`config.mk`:
```
export PLATFORM = sky130hd
export DESIGN_NAME = rbr_reader_end_flat
export DESIGN_NICKNAME = d
export VERILOG_FILES = /design/src/rtl/rbr_pkg.sv /design/src/rtl/rbr_link_if.sv /design/src/rtl/rbr_reader_end.sv /design/src/flat_wrapper.sv
export VERILOG_INCLUDE_DIRS = /design/src /design/src/rtl
export SDC_FILE = /design/constraint.sdc
export NUM_CORES = 1
export LEC_CHECK = 0
export CORE_ASPECT_RATIO = 1.1
export CORE_MARGIN = 2
export CORE_UTILIZATION = 27
export CTS_BUF_LIST = sky130_fd_sc_hd__clkbuf_8
export DETAILED_ROUTE_END_ITERATION = 8
export DONT_BUFFER_PORTS = 1
export GPL_ROUTABILITY_DRIVEN = 0
export PLACE_DENSITY = 0.4
export SYNTH_ARGS = -nofsm -noshare
export SYNTH_HDL_FRONTEND = slang
export SYNTH_SLANG_ARGS = --single-unit
```
`constraint.sdc`:
```
create_clock -name clk -period 3.6 [get_ports clk]
set_input_delay 0.36 -clock clk [delete_from_list [all_inputs] [get_ports clk]]
set_output_delay 0.36 -clock clk [all_outputs]
set_load 0.01 [all_outputs]
```
`src/rtl/rbr_regs.svh`:
```
`ifndef RBR_REGS_SVH
`define RBR_REGS_SVH

// ----------------------------------------------------------------------
// Command and reply codes
// ----------------------------------------------------------------------
`define RBR_OPCODE_BLOCK_READ 8'h72
`define RBR_ACK_TOP 2'h3
`define RBR_FLAGS_OK 5'h0B
`define RBR_FLAGS_FAIL 5'h00

// ----------------------------------------------------------------------
// Transponder layout
// ----------------------------------------------------------------------
`define RBR_BLOCK_PAGES 3'h4
`define RBR_SERIAL_PAGE 6'h00
`define RBR_CONFIG_PAGE 6'h01
`define RBR_ENC_FIRST_PAGE 6'h04
`define RBR_USER_FIRST_PAGE 6'h10
`define RBR_S_FIRST_PAGE 6'h02
`define RBR_S_SMALL_LAST_PAGE 6'h07

// ----------------------------------------------------------------------
// Authorisation list
// ----------------------------------------------------------------------
`define RBR_AUTH_END 32'hFFFFFFFF

`endif

```
`src/rtl/rbr_pkg.sv`:
```
package rbr_pkg;

    typedef logic [5:0] rbr_page_t;

    typedef enum logic [2:0] {
        DEV_IDLE,
        DEV_ARG,
        DEV_AUTH,
        DEV_FETCH,
        DEV_ACK,
        DEV_DATA
    } rbr_dev_state_e;

    typedef enum logic [2:0] {
        HOST_IDLE,
        HOST_CMD,
        HOST_ARG,
        HOST_ACK,
        HOST_DATA
    } rbr_host_state_e;

endpackage : rbr_pkg

```
`src/rtl/rbr_link_if.sv`:
```
`timescale 1ns/10ps
interface rbr_link_if;
    logic [7:0] hostByte;
    logic hostValid;
    logic devReady;
    logic [7:0] devByte;
    logic devValid;
    logic hostReady;

    modport dev (
        input hostByte,
        input hostValid,
        input hostReady,
        output devReady,
        output devByte,
        output devValid
    );

    modport host (
        output hostByte,
        output hostValid,
        output hostReady,
        input devReady,
        input devByte,
        input devValid
    );
endinterface : rbr_link_if

```
`src/rtl/rbr_reader_end.sv`:
```
`timescale 1ns/10ps
`include "rbr_regs.svh"

module rbr_reader_end (
    // Clock and control
    input wire logic clk,
    input wire logic srst,
    input wire logic ce,
    // Host link
    rbr_link_if.dev link,
    // Transponder access
    output logic tagReq,
    output logic [5:0] tagPage,
    input wire logic tagAck,
    input wire logic tagOk,
    input wire logic [31:0] tagData,
    // Nonvolatile settings
    input wire logic encOn,
    input wire logic [31:0] seed,
    input wire logic authWr,
    input wire logic [1:0] authIdx,
    input wire logic [31:0] authCode,
    // Status
    output logic busy,
    output logic authFail
);
    localparam int AUTH_N = 4;

    rbr_pkg::rbr_dev_state_e state_r, state_nxt;
    rbr_pkg::rbr_page_t page_r, page_nxt;
    rbr_pkg::rbr_page_t tagPage_r, tagPage_nxt;
    logic [31:0] serial_r, serial_nxt;
    logic [2:0] idx_r, idx_nxt;
    logic [3:0] byteIdx_r, byteIdx_nxt;
    logic ok_r, ok_nxt;
    logic tagReq_r, tagReq_nxt;
    logic devReady_r, devReady_nxt;
    logic devValid_r, devValid_nxt;
    logic [7:0] devByte_r, devByte_nxt;
    logic authFail_r, authFail_nxt;
    logic busy_r;
    logic [31:0] buf_r [0:3];
    logic [31:0] authList_r [0:AUTH_N-1];
    logic authOk;
    logic listEnded;

    // ------------------------------------------------------------------
    // Decoding
    // ------------------------------------------------------------------
    wire logic hostTake = link.hostValid && devReady_r;
    wire logic devSent = devValid_r && link.hostReady;
    wire logic isOpcode = link.hostByte == `RBR_OPCODE_BLOCK_READ;
    wire logic [2:0] pageCnt = `RBR_BLOCK_PAGES - {1'b0, page_r[1:0]};
    wire logic [5:0] curPage = page_r + {3'h0, idx_r};
    wire logic lastFetch = (idx_r + 3'h1) == pageCnt;
    // Pages zero to three keep serial and configuration readable by anyone.
    wire logic encPage = encOn && (curPage >= `RBR_ENC_FIRST_PAGE);
    wire logic [31:0] keyStream = seed ^ {serial_r[15:0], serial_r[31:16]}
        ^ {4{2'h0, curPage}};
    wire logic [31:0] plainData = encPage ? (tagData ^ keyStream) : tagData;
    wire logic [7:0] ackOk = {`RBR_ACK_TOP, `RBR_FLAGS_OK, 1'b0};
    wire logic [7:0] ackFail = {`RBR_ACK_TOP, `RBR_FLAGS_FAIL, 1'b0};
    wire logic [3:0] byteNext = byteIdx_r + 4'h1;
    wire logic [31:0] nextWord = buf_r[byteNext[3:2]];
    wire logic [7:0] nextByte = (byteNext[1:0] == 2'h0) ? nextWord[31:24] :
                                (byteNext[1:0] == 2'h1) ? nextWord[23:16] :
                                (byteNext[1:0] == 2'h2) ? nextWord[15:8] :
                                nextWord[7:0];
    wire logic lastByte = ({1'b0, byteIdx_r[3:2]} == (pageCnt - 3'h1))
        && (byteIdx_r[1:0] == 2'h3);
    wire logic bufWe = (state_r == rbr_pkg::DEV_FETCH) && tagAck && tagOk;

    // ------------------------------------------------------------------
    // Authorisation list match
    // ------------------------------------------------------------------
    // An all-ones first entry means an empty list, which admits every tag.
    always_comb begin
        authOk = authList_r[0] == `RBR_AUTH_END;
        listEnded = 1'b0;
        for (int i = 0; i < AUTH_N; i++) begin
            if (authList_r[i] == `RBR_AUTH_END) begin
                listEnded = 1'b1;
            end else if (!listEnded && authList_r[i] == tagData) begin
                authOk = 1'b1;
            end
        end
    end

    // ------------------------------------------------------------------
    // Command sequencer
    // ------------------------------------------------------------------
    always_comb begin
        state_nxt = state_r;
        page_nxt = page_r;
        tagPage_nxt = tagPage_r;
        serial_nxt = serial_r;
        idx_nxt = idx_r;
        byteIdx_nxt = byteIdx_r;
        ok_nxt = ok_r;
        tagReq_nxt = tagReq_r;
        devReady_nxt = devReady_r;
        devValid_nxt = devValid_r;
        devByte_nxt = devByte_r;
        authFail_nxt = authFail_r;
        case (state_r)
            rbr_pkg::DEV_IDLE: begin
                devReady_nxt = 1'b1;
                if (hostTake && isOpcode) begin
                    state_nxt = rbr_pkg::DEV_ARG;
                end
            end
            rbr_pkg::DEV_ARG: begin
                if (hostTake) begin
                    page_nxt = link.hostByte[5:0];
                    devReady_nxt = 1'b0;
                    tagReq_nxt = 1'b1;
                    tagPage_nxt = `RBR_SERIAL_PAGE;
                    state_nxt = rbr_pkg::DEV_AUTH;
                end
            end
            rbr_pkg::DEV_AUTH: begin
                if (tagAck) begin
                    if (tagOk && authOk) begin
                        serial_nxt = tagData;
                        authFail_nxt = 1'b0;
                        idx_nxt = 3'h0;
                        tagPage_nxt = page_r;
                        state_nxt = rbr_pkg::DEV_FETCH;
                    end else begin
                        tagReq_nxt = 1'b0;
                        authFail_nxt = tagOk;
                        ok_nxt = 1'b0;
                        devByte_nxt = ackFail;
                        devValid_nxt = 1'b1;
                        state_nxt = rbr_pkg::DEV_ACK;
                    end
                end
            end
            rbr_pkg::DEV_FETCH: begin
                if (tagAck) begin
                    if (!tagOk) begin
                        tagReq_nxt = 1'b0;
                        ok_nxt = 1'b0;
                        devByte_nxt = ackFail;
                        devValid_nxt = 1'b1;
                        state_nxt = rbr_pkg::DEV_ACK;
                    end else if (lastFetch) begin
                        // The whole block is gathered first so a late tag
                        // failure can still be reported as a bare acknowledge.
                        tagReq_nxt = 1'b0;
                        ok_nxt = 1'b1;
                        devByte_nxt = ackOk;
                        devValid_nxt = 1'b1;
                        state_nxt = rbr_pkg::DEV_ACK;
                    end else begin
                        idx_nxt = idx_r + 3'h1;
                        tagPage_nxt = curPage + 6'h01;
                    end
                end
            end
            rbr_pkg::DEV_ACK: begin
                if (devSent) begin
                    if (ok_r) begin
                        byteIdx_nxt = 4'h0;
                        devByte_nxt = buf_r[0][31:24];
                        state_nxt = rbr_pkg::DEV_DATA;
                    end else begin
                        devValid_nxt = 1'b0;
                        devReady_nxt = 1'b1;
                        state_nxt = rbr_pkg::DEV_IDLE;
                    end
                end
            end
            rbr_pkg::DEV_DATA: begin
                if (devSent) begin
                    if (lastByte) begin
                        devValid_nxt = 1'b0;
                        devReady_nxt = 1'b1;
                        state_nxt = rbr_pkg::DEV_IDLE;
                    end else begin
                        byteIdx_nxt = byteNext;
                        devByte_nxt = nextByte;
                    end
                end
            end
            default: begin
                state_nxt = rbr_pkg::DEV_IDLE;
            end
        endcase
    end

    // ------------------------------------------------------------------
    // State registers
    // ------------------------------------------------------------------
    always_ff @(posedge clk) begin
        if (srst) begin
            state_r <= rbr_pkg::DEV_IDLE;
            page_r <= 6'h00;
            tagPage_r <= 6'h00;
            serial_r <= 32'h00000000;
            idx_r <= 3'h0;
            byteIdx_r <= 4'h0;
            ok_r <= 1'b0;
            tagReq_r <= 1'b0;
            devReady_r <= 1'b0;
            devValid_r <= 1'b0;
            devByte_r <= 8'h00;
            authFail_r <= 1'b0;
            busy_r <= 1'b0;
        end else if (ce) begin
            state_r <= state_nxt;
            page_r <= page_nxt;
            tagPage_r <= tagPage_nxt;
            serial_r <= serial_nxt;
            idx_r <= idx_nxt;
            byteIdx_r <= byteIdx_nxt;
            ok_r <= ok_nxt;
            tagReq_r <= tagReq_nxt;
            devReady_r <= devReady_nxt;
            devValid_r <= devValid_nxt;
            devByte_r <= devByte_nxt;
            authFail_r <= authFail_nxt;
            busy_r <= state_nxt != rbr_pkg::DEV_IDLE;
        end
    end

    // ------------------------------------------------------------------
    // Page buffer and authorisation list storage
    // ------------------------------------------------------------------
    always_ff @(posedge clk) begin
        if (srst) begin
            for (int i = 0; i < AUTH_N; i++) begin
                authList_r[i] <= `RBR_AUTH_END;
            end
            for (int i = 0; i < 4; i++) begin
                buf_r[i] <= 32'h00000000;
            end
        end else if (ce) begin
            if (authWr) begin
                authList_r[authIdx] <= authCode;
            end
            if (bufWe) begin
                buf_r[idx_r[1:0]] <= plainData;
            end
        end
    end

    assign link.devReady = devReady_r;
    assign link.devValid = devValid_r;
    assign link.devByte = devByte_r;
    assign tagReq = tagReq_r;
    assign tagPage = tagPage_r;
    assign busy = busy_r;
    assign authFail = authFail_r;
endmodule : rbr_reader_end

```
`src/flat_wrapper.sv`:
```
// flat-port wrapper written by rule: the top's interface ports become plain ports
module rbr_reader_end_flat 
  (clk, srst, ce, tagReq, tagPage, tagAck, tagOk, tagData, encOn, seed, authWr, authIdx, authCode, busy, authFail, link_hostByte, link_hostValid, link_hostReady, link_devReady, link_devByte, link_devValid);
  rbr_link_if link_i ();
  input wire logic clk;
  input wire logic srst;
  input wire logic ce;
  output logic tagReq;
  output logic [5:0] tagPage;
  input wire logic tagAck;
  input wire logic tagOk;
  input wire logic [31:0] tagData;
  input wire logic encOn;
  input wire logic [31:0] seed;
  input wire logic authWr;
  input wire logic [1:0] authIdx;
  input wire logic [31:0] authCode;
  output logic busy;
  output logic authFail;
  input wire logic [$bits(link_i.hostByte)-1:0] link_hostByte;
  input wire logic [$bits(link_i.hostValid)-1:0] link_hostValid;
  input wire logic [$bits(link_i.hostReady)-1:0] link_hostReady;
  output wire logic [$bits(link_i.devReady)-1:0] link_devReady;
  output wire logic [$bits(link_i.devByte)-1:0] link_devByte;
  output wire logic [$bits(link_i.devValid)-1:0] link_devValid;
  assign link_i.hostByte = link_hostByte;
  assign link_i.hostValid = link_hostValid;
  assign link_i.hostReady = link_hostReady;
  assign link_devReady = link_i.devReady;
  assign link_devByte = link_i.devByte;
  assign link_devValid = link_i.devValid;
  rbr_reader_end u_core (.clk(clk), .srst(srst), .ce(ce), .link(link_i), .tagReq(tagReq), .tagPage(tagPage), .tagAck(tagAck), .tagOk(tagOk), .tagData(tagData), .encOn(encOn), .seed(seed), .authWr(authWr), .authIdx(authIdx), .authCode(authCode), .busy(busy), .authFail(authFail));
endmodule
```
# Word level (Yosys, flattened, before mapping)
# Memories as Yosys holds them, arrays and structs flattened.
# Index checks and enable logic that the tools add are counted.
# Widths: inputs -> output; s select.
dict set report totals {
  ff_bits 68
  ramBits 256
  in_bits 115
  out_inout_bits 19
  word_cells 191
  n_memories 2
}
dict set report op_classes {
  addsub 6
  order_cmp 1
  eq_ne 33
  muxes 98
  n_bitwise 3
  n_reduce_logical 35
}
# memory depth word_bits read_ports rd_clocked_by_memory_dff wr line
set memory_table {}
lappend memory_table {u_core.authList_r 4 32 4 0 4 rbr_reader_end.sv:43} ;# logic [31:0] authList_r [0:AUTH_N-1];
lappend memory_table {u_core.buf_r 4 32 2 0 4 rbr_reader_end.sv:42} ;# logic [31:0] buf_r [0:3];
# op n
set ops {}
lappend ops {{$eq 32x32->1} 4}
lappend ops {{$eq 32x32->1 const B} 4}
lappend ops {{$mux 32} 3}
lappend ops {{$mux 8} 12}
lappend ops {{$reduce_or 32->1} 2}
lappend ops {{$xor 32x32->32} 2}
lappend ops {{$mux 3} 16}
lappend ops {{$mux 1} 46}
lappend ops {{$mux 6} 6}
lappend ops {{$pmux 8 s4} 1}
lappend ops {{$xor 32x30->32} 1}
lappend ops {{$reduce_and 7->1} 3}
lappend ops {{$reduce_and 10->1} 2}
lappend ops {{$pmux 3 s6} 1}
lappend ops {{$pmux 6 s3} 1}
lappend ops {{$mux 4} 4}
lappend ops {{$ne 2x2->1 const B} 7}
lappend ops {{$ne 2x1->1 const B} 6}
lappend ops {{$reduce_and 6->1} 2}
lappend ops {{$logic_and 1x1->1} 11}
lappend ops {{$eq 8x7->1 const B} 1}
lappend ops {{$pmux 1 s4} 2}
lappend ops {{$pmux 4 s2} 1}
lappend ops {{$reduce_and 8->1} 1}
lappend ops {{27 further kinds} 37}

# Longest topological paths before layout
# An unclocked memory read counts as a cell.
dict set report depth {
  depth_word 16
  ltp_mapped 11
  depth_no_buf 10
}

# Least setup slack after synthesis
# OpenSTA, ideal clock, no wires.
dict set report synth_path {
  kind {flip-flop to flip-flop}
  startpoint {register u_core.state_r[2]}
  endpoint {memory u_core.buf_r[1][0] (enable)}
  setup_ns 0.394
  t_arrival_ns 2.481
  required_ns 3.206
  setup_slack_ns 0.725
  path_stages_with_launch 8
  n_path_buf 2
  period_less_slack_ns 2.875
  cell_sequence {dfxtp_1 > clkbuf_1 > nor2_4 > and3_1 > nand3_1 > or3b_2 > clkbuf_1 > nand2b_1}
}
# item line
set synth_rtl {}
lappend synth_rtl {{from (decl)} rbr_reader_end.sv:29} ;# rbr_pkg::rbr_dev_state_e state_r, state_nxt;
lappend synth_rtl {{from (signal assigned)} rbr_reader_end.sv:197} ;# state_r <= rbr_pkg::DEV_IDLE;
lappend synth_rtl {{from (signal assigned)} rbr_reader_end.sv:211} ;# state_r <= state_nxt;
lappend synth_rtl {{to (decl)} rbr_reader_end.sv:42}

==> run summary <==
The final-report max-slew violation count was 0. The net count of the mapped netlist came out at 1595. The final critical path time including I/O delays and setup came out at 3.45 ns. The path class of the tightest hold or removal check is input port to register. The library cells used most frequently in the layout, excluding fill and tap cells, are 256 x edfxtp_1, 204 x nor2_1, 163 x xnor2_1, 97 x or2_2, 83 x nand2_1. The post-placement worst setup slack came out at 0.429 ns. Leaving out fill and tap cells, the most frequent cell in the layout is edfxtp_1. The total area inside the core boundary comes to 61000 um2. For this block, the routed nets add up to 59900 um of wire. The worst endpoint required time is 4.18 ns. The number of buffers inserted by post-CTS setup repair is 0. The count of hold-fix buffers inserted at cts is 76.

Clock tree synthesis selected as its root buffer the cell clkbuf_8. The sequential area share after synthesis is 54.5%. The cell count after placement is 2236.

In the final design database the tool counted 1680 nets. After synthesis the netlist holds a flip-flop and latch count of 324. The sum of negative setup slack is 0 ns. Once layout is complete, the cells apart from fillers number 2427. The worst setup path is launched from a register. The standby leakage power is 0.00675 uW. Post-CTS repair changed the size of 0 cells.

The number of placement rows came out at 95. The clock latency on the worst-skew pair came out at 0.70 ns. The tightest slew margin relative to the limit came out at 46.9%. The final setup violation count is 0. After filler insertion, the fill cell instance count of the layout stands at 6204.

The power density over cell area is 428 nW/um2. The overall fraction of global-route tracks in use came out at 19.1%. The via count of the first global-routing pass came out at 12000. The share of flip-flops with an asynchronous set or reset is 0%. The maximum vdd ir drop is 0.000273 V.

Overall power consumption after layout is estimated at 8360 uW. For this block, the via count after detailed routing is 11300. The area of the die is 63500 um2. The largest buffer count on any clock path came out at 3. During synthesis, Yosys emitted a total of 0 warnings. Relative to the synthesized area, the layout overhead comes to 17.5%.

Setup repair after global routing left no endpoint under its margin. The width of the die came out at 240 um. The clock sink count came out at 324. The total congestion overflow is 0. The initial antenna violation count is 2. The share of layout cells above drive strength 1 is 17.0%. The critical path in this run is classified as register to register.

The highest clock rate is 0.290 GHz. The via-per-instance ratio is 4.65. The first-pass GRT wire length is 86300 um. The clock-pin slew reported for the worst setup and hold paths after clock tree synthesis came out at 0.06 ns. The number of placed I/O pins came out at 134. The number of input and output port buffers inserted came out at 0. The mean post-synth cell area came out at 11.3 um2. Across the run, the number of max-cap violations was 0. The final cycle utilization of the critical path came out at 95.9%. The total DRC errors in the routed layout came out at 0. The peak fanout along the critical path came out at 32. The number of detailed-route iterations in the first pass is 5. The detailed-route wire length per cell came out at 24.7 um.

TritonCTS created 61 clock buffers. TritonCTS built the clock tree. The final HPWL from detailed placement is 42400 um.

The number of H-tree levels is 2. Across all setup checks in the final design, the least slack found is 0.148 ns. The final hold violation count came out at 0. The largest net degree at the start of global routing came out at 74. The run finished with clean final reports. The detailed router's first-iteration violation count came out at 672. The cell area after synthesis is 16600 um2.

The post-route antenna net violation count came out at 0. The data arrival time at the worst-slack endpoint came out at 4.04 ns. Clock skew on the completed layout was measured at 0.0579 ns.

The number of enable-type register cells in the synthesized netlist is 256. The worst setup path is captured at a register. For this run, the leading register cell type out of synthesis is edfxtp_1. The post-synthesis instance total is 1466. The starting utilization of the core area came out at 27.2%. The distinct cell type count of the synthesized netlist is 63. The floorplan die height came out at 264 um.

On the final layout, the worst hold slack is 0.0580 ns. The pin slew with the least headroom to its limit is 0.796 ns.
==> sequential cells by signal, summed over array words and instances (netlist names) <==
| signal | flops |
|---|---|
| u_core.tagPage | 6 |
| u_core.link.devReady | 1 |
| u_core.link.devByte | 8 |
| u_core.authFail | 1 |
| u_core.tagReq | 1 |
| u_core.link.devValid | 1 |
| u_core.serial_r | 32 |
| u_core.busy | 1 |
| u_core.idx_r | 3 |
| u_core.byteIdx_r | 4 |
| u_core.ok_r | 1 |
| u_core.buf_r | 128 |
| u_core.state_r | 3 |
| u_core.authList_r | 128 |
| u_core.page_r | 6 |
==> critical path: stages, from the launching register on <==
cell	delay (ns)
edfxtp_1	0.41
xnor2_1	0.45
nand4_1	0.29
nor4_1	0.43
a21oi_1	0.19
nand4_1	0.29
buf_4	0.19
nand3_2	0.09
buf_12	0.19
mux2i_1	0.19
nor2_1	0.05
dlygate4sd3_1	0.55
==> power by group <==
group          switching (uW)  leakage, uW  total [uW]  internal [uW]
combinational             373      0.00296         649            277
sequential                103      0.00315        4290           4190
clock                    1700     0.000639        3420           1720
==> area by class of cell <==
cell class | instances | area (um2) | area share, %
sequential | 324 | 9050 | 46.4
multi-input combinational | 1028 | 7090 | 36.3
timing repair buffer | 120 | 1160 | 5.94
tap | 824 | 1030 | 5.28
clock buffer | 64 | 881 | 4.51
clock inverter | 50 | 241 | 1.24
inverter | 16 | 60.1 | 0.308
antenna | 1 | 2.50 | 0.0128
==> synthesized netlist by cell type, types with 21 or more instances <==
master / n / area, um2
a21oi_1: 21 / 105
buf_2: 47 / 235
clkbuf_1: 45 / 169
dfxtp_1: 68 / 1360
edfxtp_1: 256 / 7690
mux2i_1: 55 / 551
nand2_1: 83 / 312
nand2b_1: 49 / 307
nand4_1: 65 / 407
nor2_1: 204 / 766
o21ai_0: 23 / 115
or2_2: 97 / 607
xnor2_1: 164 / 1440
xor2_1: 62 / 543
==> path summary, 6_finish.rpt <==
path / start / to / slack, ns / depth (start not counted)
worst max-delay path: u_core.authList_r[0][24] / u_core.serial_r[21] / 0.15 / 11
worst min register to register: u_core.serial_r[6] / u_core.serial_r[6] / 0.52 / 2
worst min-delay path: tagOk / u_core.tagReq / 0.06 / 3
worst max register to register: u_core.authList_r[0][24] / u_core.serial_r[21] / 0.15 / 11
==> cells by family after synthesis <==
group,Yosys count,synth area share (%)
AOI/OAI and AO/OA,109,4.33
xor gates and xnor gates,228,12.2
adders and majority gates,14,1.10
buffers and inverters,114,3.00
DFF,324,54.5
muxes,91,7.09
and+or+nand+nor,586,17.8
==> per-layer routing <==
layer / routed length [um] / up-vias / global-route usage (%)
met4: 2310 / 2 / 7.69
met1: 23600 / 5603 / 21.7
met2: 31300 / 237 / 34.5
li1: - / 5329 / -
met5: 13 / - / 0
met3: 2640 / 106 / 4.03
==> stage by stage <==
step	util (%)	cell area (um2)
6_report	32.0	19500
5_1_grt	32.0	19500
4_1_cts	32.0	19500
3_5_place_dp	28.9	17600
3_3_place_gp	28.9	17600
2_1_floorplan	-	16600
Power figures use the tool's default switching activity.
